[config.mk]
export PLATFORM = sky130hd
export DESIGN_NAME = sptx_status
export DESIGN_NICKNAME = d
export VERILOG_FILES = /design/src/core/sptx_sync3.v /design/src/core/sptx_status.v
export VERILOG_INCLUDE_DIRS = /design/src /design/src/core
export SDC_FILE = /design/constraint.sdc
export NUM_CORES = 1
export LEC_CHECK = 0
export BUFFER_PORTS_ARGS = -buffer_cell sky130_fd_sc_hd__buf_2
export CORE_MARGIN = 3
export CORE_UTILIZATION = 45
export CTS_BUF_LIST = sky130_fd_sc_hd__clkbuf_8 sky130_fd_sc_hd__clkbuf_16
export DETAILED_ROUTE_END_ITERATION = 10
export GPL_TIMING_DRIVEN = 0
export PLACE_DENSITY_LB_ADDON = 0.12
export SYNTH_ARGS = -nofsm -noshare
export SYNTH_HDL_FRONTEND = slang
export SYNTH_HIERARCHICAL = 1
export SYNTH_SLANG_ARGS = --single-unit
[constraint.sdc]
create_clock -name ref_clk -period 4.4 [get_ports ref_clk]
set_input_delay 0.44 -clock ref_clk [delete_from_list [all_inputs] [get_ports ref_clk]]
set_output_delay 0.44 -clock ref_clk [all_outputs]
set_load 0.05 [all_outputs]
[src/core/sptx_consts.vh]
// constants for the serial port transmit status block
`ifndef SPTX_CONSTS_VH
`define SPTX_CONSTS_VH
`define SPTX_ADDR_W 12
`define SPTX_OFS_STATUS 12'h000
`define SPTX_OFS_CONTROL 12'h004
`define SPTX_OFS_MASK 12'h008
`define SPTX_OFS_EVENT 12'h00C
`define SPTX_ST_IRQ 0
`define SPTX_ST_CNT_LO 1
`define SPTX_ST_CNT_HI 3
`define SPTX_ST_UNDERRUN 4
`define SPTX_ST_TXDONE 5
`define SPTX_CTL_TIM 0
`define SPTX_CTL_FLUSH 1
`define SPTX_CTL_CTRLMODE 2
`define SPTX_CTL_RST 3'h4
`define SPTX_CNT_W 3
`define SPTX_CNT_MAX 3'h4
`define SPTX_CNT_ZERO 3'h0
`define SPTX_CNT_ONE 3'h1
`define SPTX_XFER_BYTES 3'h1
`endif

[src/core/sptx_sync3.v]
// three-stage input synchroniser with agreement check
`timescale 1ns/1ps
module sptx_sync3 #(
  parameter W = 1
) (
  ref_clk,
  srst,
  clk_en,
  din,
  dout_q
);
  input wire ref_clk;
  input wire srst;
  input wire clk_en;
  input wire [W-1:0] din;
  output reg [W-1:0] dout_q;
  reg [W-1:0] s1_q;
  reg [W-1:0] s2_q;
  reg [W-1:0] s3_q;
  genvar i;
  // first stage is read only by the second
  always @(posedge ref_clk) begin
    if (srst) begin
      s1_q <= {W{1'b0}};
      s2_q <= {W{1'b0}};
      s3_q <= {W{1'b0}};
    end else if (clk_en) begin
      s1_q <= din;
      s2_q <= s1_q;
      s3_q <= s2_q;
    end
  end
  // a bit changes only once stages two and three agree
  generate
    for (i = 0; i < W; i = i + 1) begin : g_bit
      always @(posedge ref_clk) begin
        if (srst) begin
          dout_q[i] <= 1'b0;
        end else if (clk_en && (s2_q[i] == s3_q[i])) begin
          dout_q[i] <= s3_q[i];
        end
      end
    end
  endgenerate
endmodule

[src/core/sptx_status.v]
// transmit status flags, fifo count field and apb register slave
//
// The implementer's own choices: the register offsets and the APB register port.
`timescale 1ns/1ps
`include "sptx_consts.vh"
module sptx_status #(
  parameter CNT_MAX = `SPTX_CNT_MAX
) (
  ref_clk,
  srst,
  clk_en,
  psel,
  penable,
  pwrite,
  paddr,
  pwdata,
  prdata,
  pready,
  pslverr,
  fifo_write,
  byte_loaded,
  byte_shifted,
  xfer_start,
  irq_q,
  transmit_interrupt_mode,
  transmit_fifo_flush,
  controller_mode
);
  input wire ref_clk;
  input wire srst;
  input wire clk_en;
  input wire psel;
  input wire penable;
  input wire pwrite;
  input wire [`SPTX_ADDR_W-1:0] paddr;
  input wire [31:0] pwdata;
  output reg [31:0] prdata;
  output reg pready;
  output reg pslverr;
  input wire fifo_write;
  input wire byte_loaded;
  input wire byte_shifted;
  input wire xfer_start;
  output reg irq_q;
  output reg transmit_interrupt_mode;
  output reg transmit_fifo_flush;
  output reg controller_mode;

  reg [2:0] ctl_q;
  reg [5:0] mask_q;
  reg done_q;
  reg underrun_q;
  reg summary_q;
  reg [`SPTX_CNT_W-1:0] cnt_q;
  reg [`SPTX_CNT_W-1:0] cnt_d;
  reg [`SPTX_CNT_W-1:0] bytes_q;
  reg [15:0] status_w;
  reg [31:0] rd_d;
  reg hit;
  wire [3:0] ev_s;
  wire ev_wr;
  wire ev_ld;
  wire ev_sh;
  wire ev_st;
  reg [3:0] ev_prev_q;
  wire acc;
  wire rd_status;
  wire dec;
  wire done_set;
  wire ur_set;
  wire irq_evt;
  wire [5:0] live;
  // next-value and decode signals
  reg [2:0] ctl_d;
  reg [5:0] mask_d;
  reg done_d;
  reg underrun_d;
  reg summary_d;
  reg [`SPTX_CNT_W-1:0] bytes_d;
  reg irq_d;
  wire [3:0] ev_rise;
  wire wr_ok;
  wire rd_take;
  wire [`SPTX_CNT_W:0] sent_next;
  wire sel_status;
  wire sel_control;
  wire sel_mask;
  wire sel_event;
  genvar g;

  // event strobes come from another part of the unit; treat them as pins
  sptx_sync3 #(.W(4)) u_sync (
    .ref_clk(ref_clk),
    .srst(srst),
    .clk_en(clk_en),
    .din({xfer_start, byte_shifted, byte_loaded, fifo_write}),
    .dout_q(ev_s)
  );

  // rising edges of the filtered levels become one-cycle events
  always @(posedge ref_clk) begin
    if (srst) begin
      ev_prev_q <= 4'h0;
    end else if (clk_en) begin
      ev_prev_q <= ev_s;
    end
  end
  generate
    for (g = 0; g < 4; g = g + 1) begin : g_edge
      assign ev_rise[g] = ev_s[g] & ~ev_prev_q[g];
    end
  endgenerate
  // bit order follows the synchroniser's input concatenation;
  // a level held high counts once, at its rising edge
  assign ev_wr = ev_rise[0];
  assign ev_ld = ev_rise[1];
  assign ev_sh = ev_rise[2];
  assign ev_st = ev_rise[3];

  // completing edge of a transfer: pready was raised one cycle earlier
  assign acc = psel & penable & pready;
  // writes land on the completing edge
  assign wr_ok = acc & pwrite;
  // read data is captured on the first access edge, so a status read clears there;
  // clearing one edge later would lose an event that set a flag in between
  assign rd_take = psel & penable & ~pready & ~pwrite;
  assign rd_status = rd_take & sel_status;

  // register selects, decoded once for the read and the write paths
  assign sel_status = (paddr == `SPTX_OFS_STATUS);
  assign sel_control = (paddr == `SPTX_OFS_CONTROL);
  assign sel_mask = (paddr == `SPTX_OFS_MASK);
  assign sel_event = (paddr == `SPTX_OFS_EVENT);

  // decrement point depends on mode
  // the mode copy trails a control write by a cycle; harmless at event spacing
  assign dec = controller_mode ? ev_ld : ev_sh;

  // fifo count; a write on a full fifo overwrites so count holds
  always @* begin
    cnt_d = cnt_q;
    if (ev_wr && !dec && cnt_q != CNT_MAX[`SPTX_CNT_W-1:0]) begin
      cnt_d = cnt_q + `SPTX_CNT_ONE;
    end else if (dec && !ev_wr && cnt_q != `SPTX_CNT_ZERO) begin
      cnt_d = cnt_q - `SPTX_CNT_ONE;
    end else if (dec && ev_wr && cnt_q == `SPTX_CNT_ZERO) begin
      cnt_d = `SPTX_CNT_ONE;
    end
  end

  // start with nothing valid in the fifo
  assign ur_set = ev_st & (cnt_q == `SPTX_CNT_ZERO);
  // required bytes sent while tim selected
  // one spare bit so a wrapped shift counter cannot spoil the compare
  assign sent_next = {1'b0, bytes_q} + {1'b0, `SPTX_CNT_ONE};
  assign done_set = ctl_q[`SPTX_CTL_TIM] & ev_sh & (sent_next >= {1'b0, `SPTX_XFER_BYTES});
  // flush suppresses the underrun interrupt only
  assign irq_evt = done_set | (ur_set & ~ctl_q[`SPTX_CTL_FLUSH]);

  // next values of the sticky flags and the shifted-byte counter
  always @* begin
    bytes_d = bytes_q;
    done_d = done_q;
    underrun_d = underrun_q;
    summary_d = summary_q;
    // the shifted-byte counter restarts once tx done has been flagged
    if (done_set) begin
      bytes_d = `SPTX_CNT_ZERO;
    end else if (ev_sh) begin
      bytes_d = bytes_q + `SPTX_CNT_ONE;
    end
    if (done_set) begin
      done_d = 1'b1;
    end else if (rd_status) begin
      done_d = 1'b0;
    end
    // an event in the clearing cycle missed the captured word, so it must survive
    if (ur_set) begin
      underrun_d = 1'b1;
    end else if (rd_status) begin
      underrun_d = 1'b0;
    end
    // summary bit tracks any interrupt event
    if (irq_evt) begin
      summary_d = 1'b1;
    end else if (rd_status) begin
      summary_d = 1'b0;
    end
  end

  // sticky flags; a set in the clearing cycle wins
  always @(posedge ref_clk) begin
    if (srst) begin
      done_q <= 1'b0;
      underrun_q <= 1'b0;
      summary_q <= 1'b0;
      cnt_q <= `SPTX_CNT_ZERO;
      bytes_q <= `SPTX_CNT_ZERO;
    end else if (clk_en) begin
      cnt_q <= cnt_d;
      bytes_q <= bytes_d;
      done_q <= done_d;
      underrun_q <= underrun_d;
      summary_q <= summary_d;
    end
  end

  // status word image
  always @* begin
    status_w = 16'h0000;
    status_w[`SPTX_ST_IRQ] = summary_q;
    status_w[`SPTX_ST_CNT_HI:`SPTX_ST_CNT_LO] = cnt_q;
    status_w[`SPTX_ST_UNDERRUN] = underrun_q;
    status_w[`SPTX_ST_TXDONE] = done_q;
  end

  // underrun only counts toward the line when flush is clear
  assign live = {done_q, underrun_q & ~ctl_q[`SPTX_CTL_FLUSH], 3'h0, summary_q};

  // read mux, address decode by if chain
  // unmapped offsets read as zero and raise pslverr
  always @* begin
    rd_d = 32'h00000000;
    hit = 1'b1;
    if (sel_status) begin
      rd_d = {16'h0000, status_w};
    end else if (sel_control) begin
      rd_d = {29'h00000000, ctl_q};
    end else if (sel_mask) begin
      rd_d = {26'h0000000, mask_q};
    end else if (sel_event) begin
      rd_d = {29'h00000000, bytes_q};
    end else begin
      hit = 1'b0;
    end
  end

  // next values of the writable registers; writes to status and the
  // shifted-byte counter are dropped, since both are read only
  always @* begin
    ctl_d = ctl_q;
    mask_d = mask_q;
    if (wr_ok) begin
      if (sel_control) begin
        ctl_d = pwdata[`SPTX_CTL_CTRLMODE:`SPTX_CTL_TIM];
      end else if (sel_mask) begin
        mask_d = pwdata[`SPTX_ST_TXDONE:`SPTX_ST_IRQ];
      end
    end
  end

  // apb slave: one wait state, pready is high in the second access cycle
  always @(posedge ref_clk) begin
    if (srst) begin
      pready <= 1'b0;
      pslverr <= 1'b0;
      prdata <= 32'h00000000;
      ctl_q <= `SPTX_CTL_RST;
      mask_q <= 6'h00;
    end else if (clk_en) begin
      if (psel && penable && !pready) begin
        pready <= 1'b1;
        pslverr <= ~hit;
        prdata <= pwrite ? 32'h00000000 : rd_d;
      end else begin
        pready <= 1'b0;
        pslverr <= 1'b0;
        prdata <= 32'h00000000;
      end
      ctl_q <= ctl_d;
      mask_q <= mask_d;
    end
  end

  // level interrupt: any unmasked summary or tx done bit, or underrun bit while flush is clear; the count bits never drive it
  always @* begin
    irq_d = |(live & mask_q);
  end

  // registered outputs; control copies trail a control write by one cycle
  always @(posedge ref_clk) begin
    if (srst) begin
      irq_q <= 1'b0;
      transmit_interrupt_mode <= 1'b0;
      transmit_fifo_flush <= 1'b0;
      controller_mode <= 1'b1;
    end else if (clk_en) begin
      irq_q <= irq_d;
      transmit_interrupt_mode <= ctl_q[`SPTX_CTL_TIM];
      transmit_fifo_flush <= ctl_q[`SPTX_CTL_FLUSH];
      controller_mode <= ctl_q[`SPTX_CTL_CTRLMODE];
    end
  end
endmodule

Yosys cells after proc, flatten, opt, wreduce, memory -nomap -nowiden. Cells that the tools add are included.

Register bits after elaboration: 76. Bits of input ports: 54. Output and inout bits: 38. Logic and storage cells: 114.

$add $sub $neg: 4. $lt $le $gt $ge: 1. Equality and inequality tests: 8. Multiplexer cells: 22. Bitwise gates (word level): 26. Reduce and logical (&&, ||, !) cells: 31.

Operator list (number): $mux W32 (2); $eq A12 B4 Y1 const B (2); $mux W3 (6); $mux W6 (3); $and A1 B1 Y1 (15); $eq A12 B3 Y1 const B (1); $logic_and A1 B1 Y1 (12); $logic_not A12 Y1 (1); $mux W1 (11); $reduce_and A2 Y1 (5); $not A1 Y1 (9); $reduce_bool A2 Y1 (4); $add A3 B1 Y3 const B (2); $and A6 B6 Y6 (1); $reduce_bool A3 Y1 (2); $reduce_or A6 Y1 (1); $add A3 B1 Y4 const B (1); $eq A1 B1 Y1 (4); $ge A4 B1 Y1 const B (1); $reduce_and A4 Y1 (1); $logic_not A1 Y1 (3); $logic_not A3 Y1 (1); $ne A3 B3 Y1 const B (1); $reduce_and A3 Y1 (1); 2 further kinds (2).

Logic depth before layout (Yosys ltp). Gate-level depths: netlist of the first run.

Depth after elaboration: 8. Depth in mapped cells: 7. Depth with buffers taken out: 7.

By module. The synthesis of the first run kept the hierarchy.

Modules (own cells, without submodules): sptx_status (instances 1, cells each 214, area each 1899.3 um^2, seq. area each 680.7 um^2); sptx_sync3 (instances 1, cells each 64, area each 700.7 um^2, seq. area each 320.3 um^2).

Worst setup path after synthesis of the first run. No wires, ideal clock.

Path kind: register -> register. Start point: register pready. End point: register done_q. Setup time: 128 ps. Data arrival time: 1566 ps. Required time: 4272 ps. Path slack: 2706 ps. Cell stages (with the launch flop): 5. Path buffers: 0. Period minus slack after synthesis: 1694 ps. Cell sequence: dfxtp_1 or3_4 or4_4 a21oi_1 nor2_1.

Longest elaborated chain between the ends: 6.

RTL lines: start: declaration (line sptx_status.v:38) `output reg pready;`; start signal: assignment (line sptx_status.v:255) `pready <= 1'b0;`; start signal: assignment (line sptx_status.v:262) `pready <= 1'b1;`; start signal: assignment (line sptx_status.v:266) `pready <= 1'b0;`; $not A1 Y1 (line sptx_status.v:126) `assign rd_take = psel & penable & ~pready & ~pwrite;`; $and A1 B1 Y1 (2 in series) (line sptx_status.v:126); $and A1 B1 Y1 (line sptx_status.v:127) `assign rd_status = rd_take & sel_status;`; $reduce_bool A2 Y1 (no source line); $reduce_and A2 Y1 (no source line); end signal: assignment (line sptx_status.v:202) `done_q <= done_d;`; end: declaration (line sptx_status.v:51) `reg done_q;`.

Every way passes these cells. A chain may end at the register's enable or synchronous reset.

Worst setup path after layout of the first run.
Start point: register cnt_q[0]. End point: register summary_q.

Longest elaborated chain between the ends: 6. Elaborated cells on any way between the ends: 7. Classes of those cells: mux (1); bitwise (3); reduce/logical (3).

RTL lines: start: declaration (line sptx_status.v:54) `` reg [`SPTX_CNT_W-1:0] cnt_q; ``; start signal: assignment (line sptx_status.v:197) `` cnt_q <= `SPTX_CNT_ZERO; ``; start signal: assignment (line sptx_status.v:200) `cnt_q <= cnt_d;`; $logic_not A3 Y1 (no source line) *; $and A1 B1 Y1 * (line sptx_status.v:152) `` assign ur_set = ev_st & (cnt_q == `SPTX_CNT_ZERO); ``; $and A1 B1 Y1 * (line sptx_status.v:158) `` assign irq_evt = done_set | (ur_set & ~ctl_q[`SPTX_CTL_FLUSH]); ``; $or A1 B1 Y1 * (line sptx_status.v:158); $reduce_bool A2 Y1 (no source line); $reduce_and A2 Y1 (no source line); end signal: assignment (line sptx_status.v:204) `summary_q <= summary_d;`; end: declaration (line sptx_status.v:53) `reg summary_q;`.

Mark *: on every way between the ends. The rest lies on a longest branch, timed or not.

==> summary.md, run 1 <==
| Metric | Value |
|---|---|
| Int Pwr | `668 uW` |
| Slew Limit Fails | `0` |
| FILL cells | `531` |
| Fin nets | `408` |
| Crit start category | `flip-flop` |
| Post-layout util | `0.557` |
| Slew of the pin with the lowest slew margin | `0.532 ns` |
| Fmax | `536 MHz` |
| Post-synth EDFFs | `0` |
| Status | `completed` |
| Clk_lat worst skew | `0.30 ns` |
| Max Cap Viol | `0` |
| Largest family of logic cells by synthesized area | `simple AND/OR/NAND/NOR gates` |
| Hold Crit Class | `in -> reg` |
| Crit path max fanout | `7` |
| Net Sw Frac | `0.267` |
| Final Hold Fails | `0` |
| Area grow syn2layout | `18.7%` |
| Post-synthesis simple-gate area fraction | `0.214` |
| Clock transition at path regs | `0.09 ns` |
| Num CTS Buffers | `5` |
| Vias in the first global route | `1777` |
| Placed cells | `414` |
| Die extent in y | `82.0 um` |
| Pwr dens | `295 nW/um^2` |
| Layout cells sized above 1 | `0.271` |
| Vias | `2058` |
| Synth Area in Adders | `0.0241` |
| Initial drt markers | `69` |
| Worst Path Required | `4.64 ns` |
| Largest net degree at the start of global routing | `15` |
| Synth cell types | `52` |
| Net Sw Power | `243 uW` |
| R2r worst-path depth | `7` |
| Die area | `6730 um^2` |
| Post-DP HPWL | `4050 um` |
| Sequential fraction of the synthesis area | `0.385` |
| Die W | `82.0 um` |
| # diodes | `0` |
| Initial antenna violation count | `0` |
| Synth Area in Compound Gates | `0.128` |
| Post-CTS setup buffers | `0` |
| Commonest non-fill, non-tap cell in the layout | `dfxtp_1` |
| Final period util | `0.424` |
| Setup TNS | `0 ns` |
| Yosys top cell by area | `dfxtp_1` |
| WL/cell | `12.6 um` |
| Hold depth | `3` |
| Logic pwr share | `0.147` |
| Leak Pwr | `0.00140 uW` |
| Clock Sinks | `50` |
| Top cell type's share of synthesized area | `0.385` |
| Gate Count Post-Synth | `278` |
| Clock Tree Root | `clkbuf_8` |
| RSZ-0062 raised after global routing | `false` |
| Final setup viols | `0` |
| Grt total ovfl | `0` |
| # IOs | `92` |
| Layout Skew | `0.00406 ns` |
| Synth warn | `6` |
| Sequential power share | `0.507` |
| Peak supply drop | `199 uV` |
| GPL Wtd Cong | `0.813` |
| Worst slew margin | `0.642` |
| Main area contributors after synthesis | `dfxtp_1 (38%), mux2i_1 (10%), buf_4 (7.8%)` |
| Synthesized area | `2600 um^2` |
| Max Buffers Root-to-Sink | `2` |
| Design area | `3090 um^2` |
| Row count | `27` |
| Min Tclk post-route | `1.87 ns` |
| Area after DPL | `2980 um^2` |
| Most used flip-flop cell after synthesis | `dfxtp_1` |
| Via/cell ratio | `4.88` |
| Post_cts resized | `0` |
| Mux cell area share after synthesis | `0.126` |
| Hold slack | `0.373 ns` |
| H-tree levels | `2` |
| Synth Area per Inst | `9.35 um^2` |
| First-pass GRT wire length | `8470 um` |
| Worst EP arrival | `2.11 ns` |
| Clock power share | `0.345` |
| DRC | `0` |
| Critical Path Sink Type | `flip-flop` |
| Post-DRT Antenna Nets | `0` |
| Initial Util | `0.469` |
| Port bufs | `39` |
| Core footprint | `5540 um^2` |
| Commonest cells after routing, fill and taps aside | `dfxtp_1 (50), nor2_1 (45), buf_2 (41), mux2i_1 (27), buf_4 (27)` |
| Non-Filler Instances | `422` |
| Synth Register Bits | `50` |
| Ys async rst share | `0` |
| Critical path class | `reg -> reg` |
| WL final | `5320 um` |
| CTS tree | `built` |
| Synth Area in XOR/XNOR | `0.0101` |
| Hold-fix buffers at CTS | `0` |
| Pre-antenna DRT Iters | `4` |
| Gr usage total | `0.164` |
## kinds of logic (layout without fill, tap and decap cells)
logic type | Yosys count | after routing
buffers and inverters | 46 | 93
xor gates and xnor gates | 3 | 3
DFF | 50 | 50
AOI/OAI and AO/OA | 42 | 42
other | 1 | 26
and+or+nand+nor | 100 | 100
muxes | 31 | 31
adders and majority gates | 5 | 5
## per-layer routing
layer,part of all wire,track usage,vias to the layer above
li1,-,-,1056
met1,0.48,0.224,956
met2,0.47,0.258,42
met3,0.046,0.0362,4
met4,0.0096,0.0449,0
met5,0,0,-
## stage by stage
stage	total power (uW)	setup slack, ns
after floorplan	581	2.71
after global placement	606	2.45
after detailed placement	607	2.44
after CTS	918	2.56
after global routing	949	2.39
final	912	2.53
## power by group through the flow
| stage | clock (uW) | sequential [uW] | combinational [uW] |
|---|---|---|---|
| finish | 315 | 462 | 134 |
| global route | 342 | 463 | 144 |
| CTS | 321 | 463 | 134 |
| detailed placement | 0 | 473 | 134 |
| global placement | 0 | 473 | 133 |
| floorplan | 0 | 478 | 103 |
## critical path, cell delays in order, from the launching register on
cell and delay (ns):
dfxtp_1 0.37, inv_1 0.11, ha_1 0.30, nand2b_1 0.17, or4b_1 0.58, o22ai_1 0.15
a21oi_1 0.05, nor2_1 0.07
## sequential cells by signal, indices dropped and copies added (netlist names), 3 cells and up
signal and flops:
mask_q 6, prdata 6, ev_prev_q 4, u_sync/dout_q 4, u_sync/s1_q 4, u_sync/s2_q 4, u_sync/s3_q 4, bytes_q 3
cnt_q 3, ctl_q 3
## cell type report
cell class / count / area [um^2] / area share
plain buffers: 36 / 254 / 0.0823
clock buffers: 5 / 68.8 / 0.0223
clock inverters: 3 / 37.5 / 0.0122
repair buffers: 39 / 195 / 0.0633
inverters: 10 / 37.5 / 0.0122
multi-input cells: 207 / 1400 / 0.454
flip-flops and latches: 50 / 1000 / 0.324
well taps: 72 / 90.1 / 0.0292
## cells in the mapped netlist (2+ instances only)
cell,number
buf_4,27
a22oi_1,5
nand3_1,5
nand3b_1,3
a21oi_1,13
nor2b_4,4
and2_1,2
xnor2_1,2
buf_2,2
o32ai_2,4
nor4_2,3
a221oi_1,3
nor2b_1,7
clkbuf_1,5
nor2_1,45
a211o_1,3
o21ai_0,2
mux2i_1,27
mux2_2,2
ha_1,5
buf_6,2
dfxtp_1,50
nand2b_1,7
nand2_1,11
a22o_1,2
nand4_1,2
inv_1,10
## final timing paths
| path | from | to | slack, ns |
|---|---|---|---|
| min reg2reg | summary_q | prdata[0] | 0.48 |
| max reg2reg | cnt_q[0] | summary_q | 2.53 |
| min | byte_loaded | u_sync/s1_q[1] | 0.37 |
| max | cnt_q[0] | summary_q | 2.53 |
Note: power is estimated with default switching activity, not from simulation.
==> run 2: changes to the inputs <==
Settings changed: ABC_AREA set to 1.
Clock period 4.4 ns to 1.7 ns, I/O delays scaled along.
==> summary.md, run 2 <==
| Metric | Value |
|---|---|
| Yosys top cell by area | `dfxtp_1` |
| Delay-heaviest family, CP | `flip-flops` |
| Peak supply drop | `583 uV (+190%)` |
| Routed wl met2 | `2600 um (+4.3%)` |
| Placed cells | `502 (+21%)` |
| Synth cell types | `35 (-33%)` |
| Clk_lat worst skew | `0.30 ns (about the same)` |
| Top post-synthesis cells by count | `nand2_1 (77), dfxtp_1 (50), inv_1 (37)` |
| Highest routed metal layer | `met4` |
| # IOs | `92 (unchanged)` |
| Die area | `6860 um^2 (+2.0%)` |
| Num CTS Buffers | `5 (unchanged)` |
| Synth warn | `6 (unchanged)` |
| Sequential fraction of the synthesis area | `0.377 (-0.00798)` |
| Non-Filler Instances | `510 (+21%)` |
| Max Buffers Root-to-Sink | `2 (unchanged)` |
| Slew Limit Fails | `0 (unchanged)` |
| Largest net degree at the start of global routing | `15 (unchanged)` |
| Commonest non-fill, non-tap cell in the layout | `nand2_1` |
| Fin nets | `496 (+22%)` |
| Worst Path Buf+Inv | `1 (unchanged)` |
| Hold-fix buffers at CTS | `0 (unchanged)` |
| Row count | `27 (unchanged)` |
| Die W | `82.8 um (+0.98%)` |
| WL/cell | `11.0 um (-13%)` |
| Leak Pwr | `0.00150 uW (+7.0%)` |
| Crit path max fanout | `4 (-3)` |
| Crit-path slowest cell | `dfxtp_1` |
| Setup TNS | `0 ns (unchanged)` |
| Status | `completed` |
| Synth Register Bits | `50 (unchanged)` |
| Int Pwr | `1740 uW (+160%)` |
| Gate Count Post-Synth | `367 (+32%)` |
| CP peak stage delay | `0.41 ns (-0.17 ns)` |
| Via/cell ratio | `4.62 (-5.3%)` |
| Grt total ovfl | `0 (unchanged)` |
| Layout Skew | `0.00340 ns (-0.000656 ns)` |
| Logic pwr share | `0.158 (+0.011)` |
| Vias | `2355 (+14%)` |
| Gr usage total | `0.165 (+0.00123)` |
| Initial drt markers | `132 (+91%)` |
| RSZ-0062 raised after global routing | `false` |
| Post-DRT Antenna Nets | `0 (unchanged)` |
| Initial Util | `0.473 (+0.00416)` |
| Final period util | `0.891 (+0.466)` |
| Fmax | `660 MHz (+23%)` |
| Met3 wire length | `444 um (+82%)` |
| Most used flip-flop cell after synthesis | `dfxtp_1` |
| Clock Sinks | `50 (unchanged)` |
| Synthesized area | `2660 um^2 (+2.1%)` |
| DRC | `0 (unchanged)` |
| Pwr dens | `762 nW/um^2 (+160%)` |
| Final setup viols | `0 (unchanged)` |
| Most numerous cell on the critical path | `nand2_1` |
| Pre-antenna DRT Iters | `4 (unchanged)` |
| Initial antenna violation count | `0 (unchanged)` |
| Post-CTS setup buffers | `0 (unchanged)` |
| Worst EP arrival | `1.69 ns (-0.42 ns)` |
| FILL cells | `585 (+10%)` |
| Critical path class | `reg -> reg` |
| Critical Path Sink Type | `flip-flop` |
| Die extent in y | `82.8 um (+0.98%)` |
| Sequential power share | `0.507 (about the same)` |
| Max Cap Viol | `0 (unchanged)` |
| Post_cts resized | `0 (unchanged)` |
| Core footprint | `5610 um^2 (+1.2%)` |
| Count leader, synth | `nand2_1` |
| Clock transition at path regs | `0.08 ns (about the same)` |
| CP Cell Sequence | `inv_1 -> ha_1 -> a21oi_1 -> nand2_1 -> nand3_1 -> nand2_1 -> nand2_1 -> a21oi_1` |
| Post-Route M1 WL | `2500 um (-1.4%)` |
| CTS tree | `built` |
| Hold Crit Class | `in -> reg` |
| First-pass GRT wire length | `9580 um (+13%)` |
| # diodes | `0 (unchanged)` |
| Net Sw Frac | `0.273 (+0.00585)` |
| GPL Wtd Cong | `0.830 (+2.1%)` |
| Port bufs | `38 (-2.6%)` |
| Clock Tree Root | `clkbuf_8` |
| Clock power share | `0.335 (-0.010)` |
| Min Tclk post-route | `1.51 ns (-0.353 ns)` |
| Net Sw Power | `651 uW (+170%)` |
| Post-synth EDFFs | `0 (unchanged)` |
| Crit start category | `flip-flop` |
| Final Hold Fails | `0 (unchanged)` |
| Area grow syn2layout | `18.1%` |
| Top cell type's share of synthesized area | `0.377 (-0.00798)` |
| Ys async rst share | `0 (unchanged)` |
| Commonest cells after routing, fill and taps aside | `nand2_1 (77), dfxtp_1 (49), buf_2 (41), inv_1 (39)` |
| Main area contributors after synthesis | `dfxtp_1 (38%), nand2_1 (11%), buf_4 (7.6%)` |
| WL final | `5610 um (+5.5%)` |
| Vias in the first global route | `2153 (+21%)` |
| Synth Area per Inst | `7.23 um^2 (-23%)` |
| Post-DP HPWL | `4350 um (+7.3%)` |
| Worst Path Required | `1.87 ns (-2.77 ns)` |
| Layout cells sized above 1 | `0.237 (-0.0340)` |
| H-tree levels | `2 (unchanged)` |
| Biggest regs | `mask_q (6), prdata (6)` |
[run 2: worst register-to-register path: stages, from the launching register on]
cell and delay, ns:
dfxtp_1 0.41, inv_1 0.08, ha_1 0.19, a21oi_1 0.25, nand2_1 0.11, nand3_1 0.12
nand2_1 0.11, nand2_1 0.07, a21oi_1 0.06
[run 2: kinds of logic after synthesis]
group | Yosys count | synth area share
other | 1 | 0.00141
AOI/OAI and AO/OA | 75 | 0.154
and+or+nand+nor | 154 | 0.267
buffers and inverters | 79 | 0.167
xor gates and xnor gates | 3 | 0.00990
adders and majority gates | 5 | 0.0236
DFF | 50 | 0.377
[run 2: final timing paths]
path | start | to | slack [ns] | cells past startpoint
hold reg to reg | mask_q[2] | mask_q[2] | 0.46 | 2
setup / recovery | cnt_q[1] | cnt_q[1] | 0.19 | 8
setup reg to reg | cnt_q[1] | cnt_q[1] | 0.19 | 8
hold / removal | fifo_write | u_sync/s1_q[0] | 0.09 | 3
[run 2: per-stage QoR]
step | hold slack [ns] | cell area [um^2] | total power, uW | setup WS (ns) | util
2_1_floorplan | 0.239 | 2750 | 1540 | 0.190 | -
3_3_place_gp | 0.392 | 3030 | 1610 | 0.111 | 0.540
3_5_place_dp | 0.398 | 3030 | 1610 | 0.118 | 0.540
4_1_cts | 0.0792 | 3140 | 2410 | 0.203 | 0.559
5_1_grt | 0.0966 | 3140 | 2490 | 0.0142 | 0.559
6_report | 0.0860 | 3140 | 2390 | 0.186 | 0.559
[run 2: metal layers]
metal	vias up	GRT usage
li1	1258	-
met1	1016	0.215
met2	74	0.271
met3	7	0.0397
met4	0	0.0461
met5	-	0
[run 2: area by class of cell]
type	count	area, um^2	share of cell area
repair buffers	38	190	0.0606
plain buffers	37	278	0.0886
inverters	42	165	0.0527
multi-input cells	263	1310	0.416
clock inverters	3	37.5	0.0120
clock buffers	5	68.8	0.0219
well taps	72	90.1	0.0287
flip-flops and latches	50	1000	0.320
[run 2: power by group through the flow]
stage	Combinational [uW]	Sequential, uW	Clock (uW)
detailed placement	376	1240	0
global placement	372	1240	0
finish	378	1210	801
floorplan	282	1260	0
CTS	377	1210	821
global route	413	1210	860
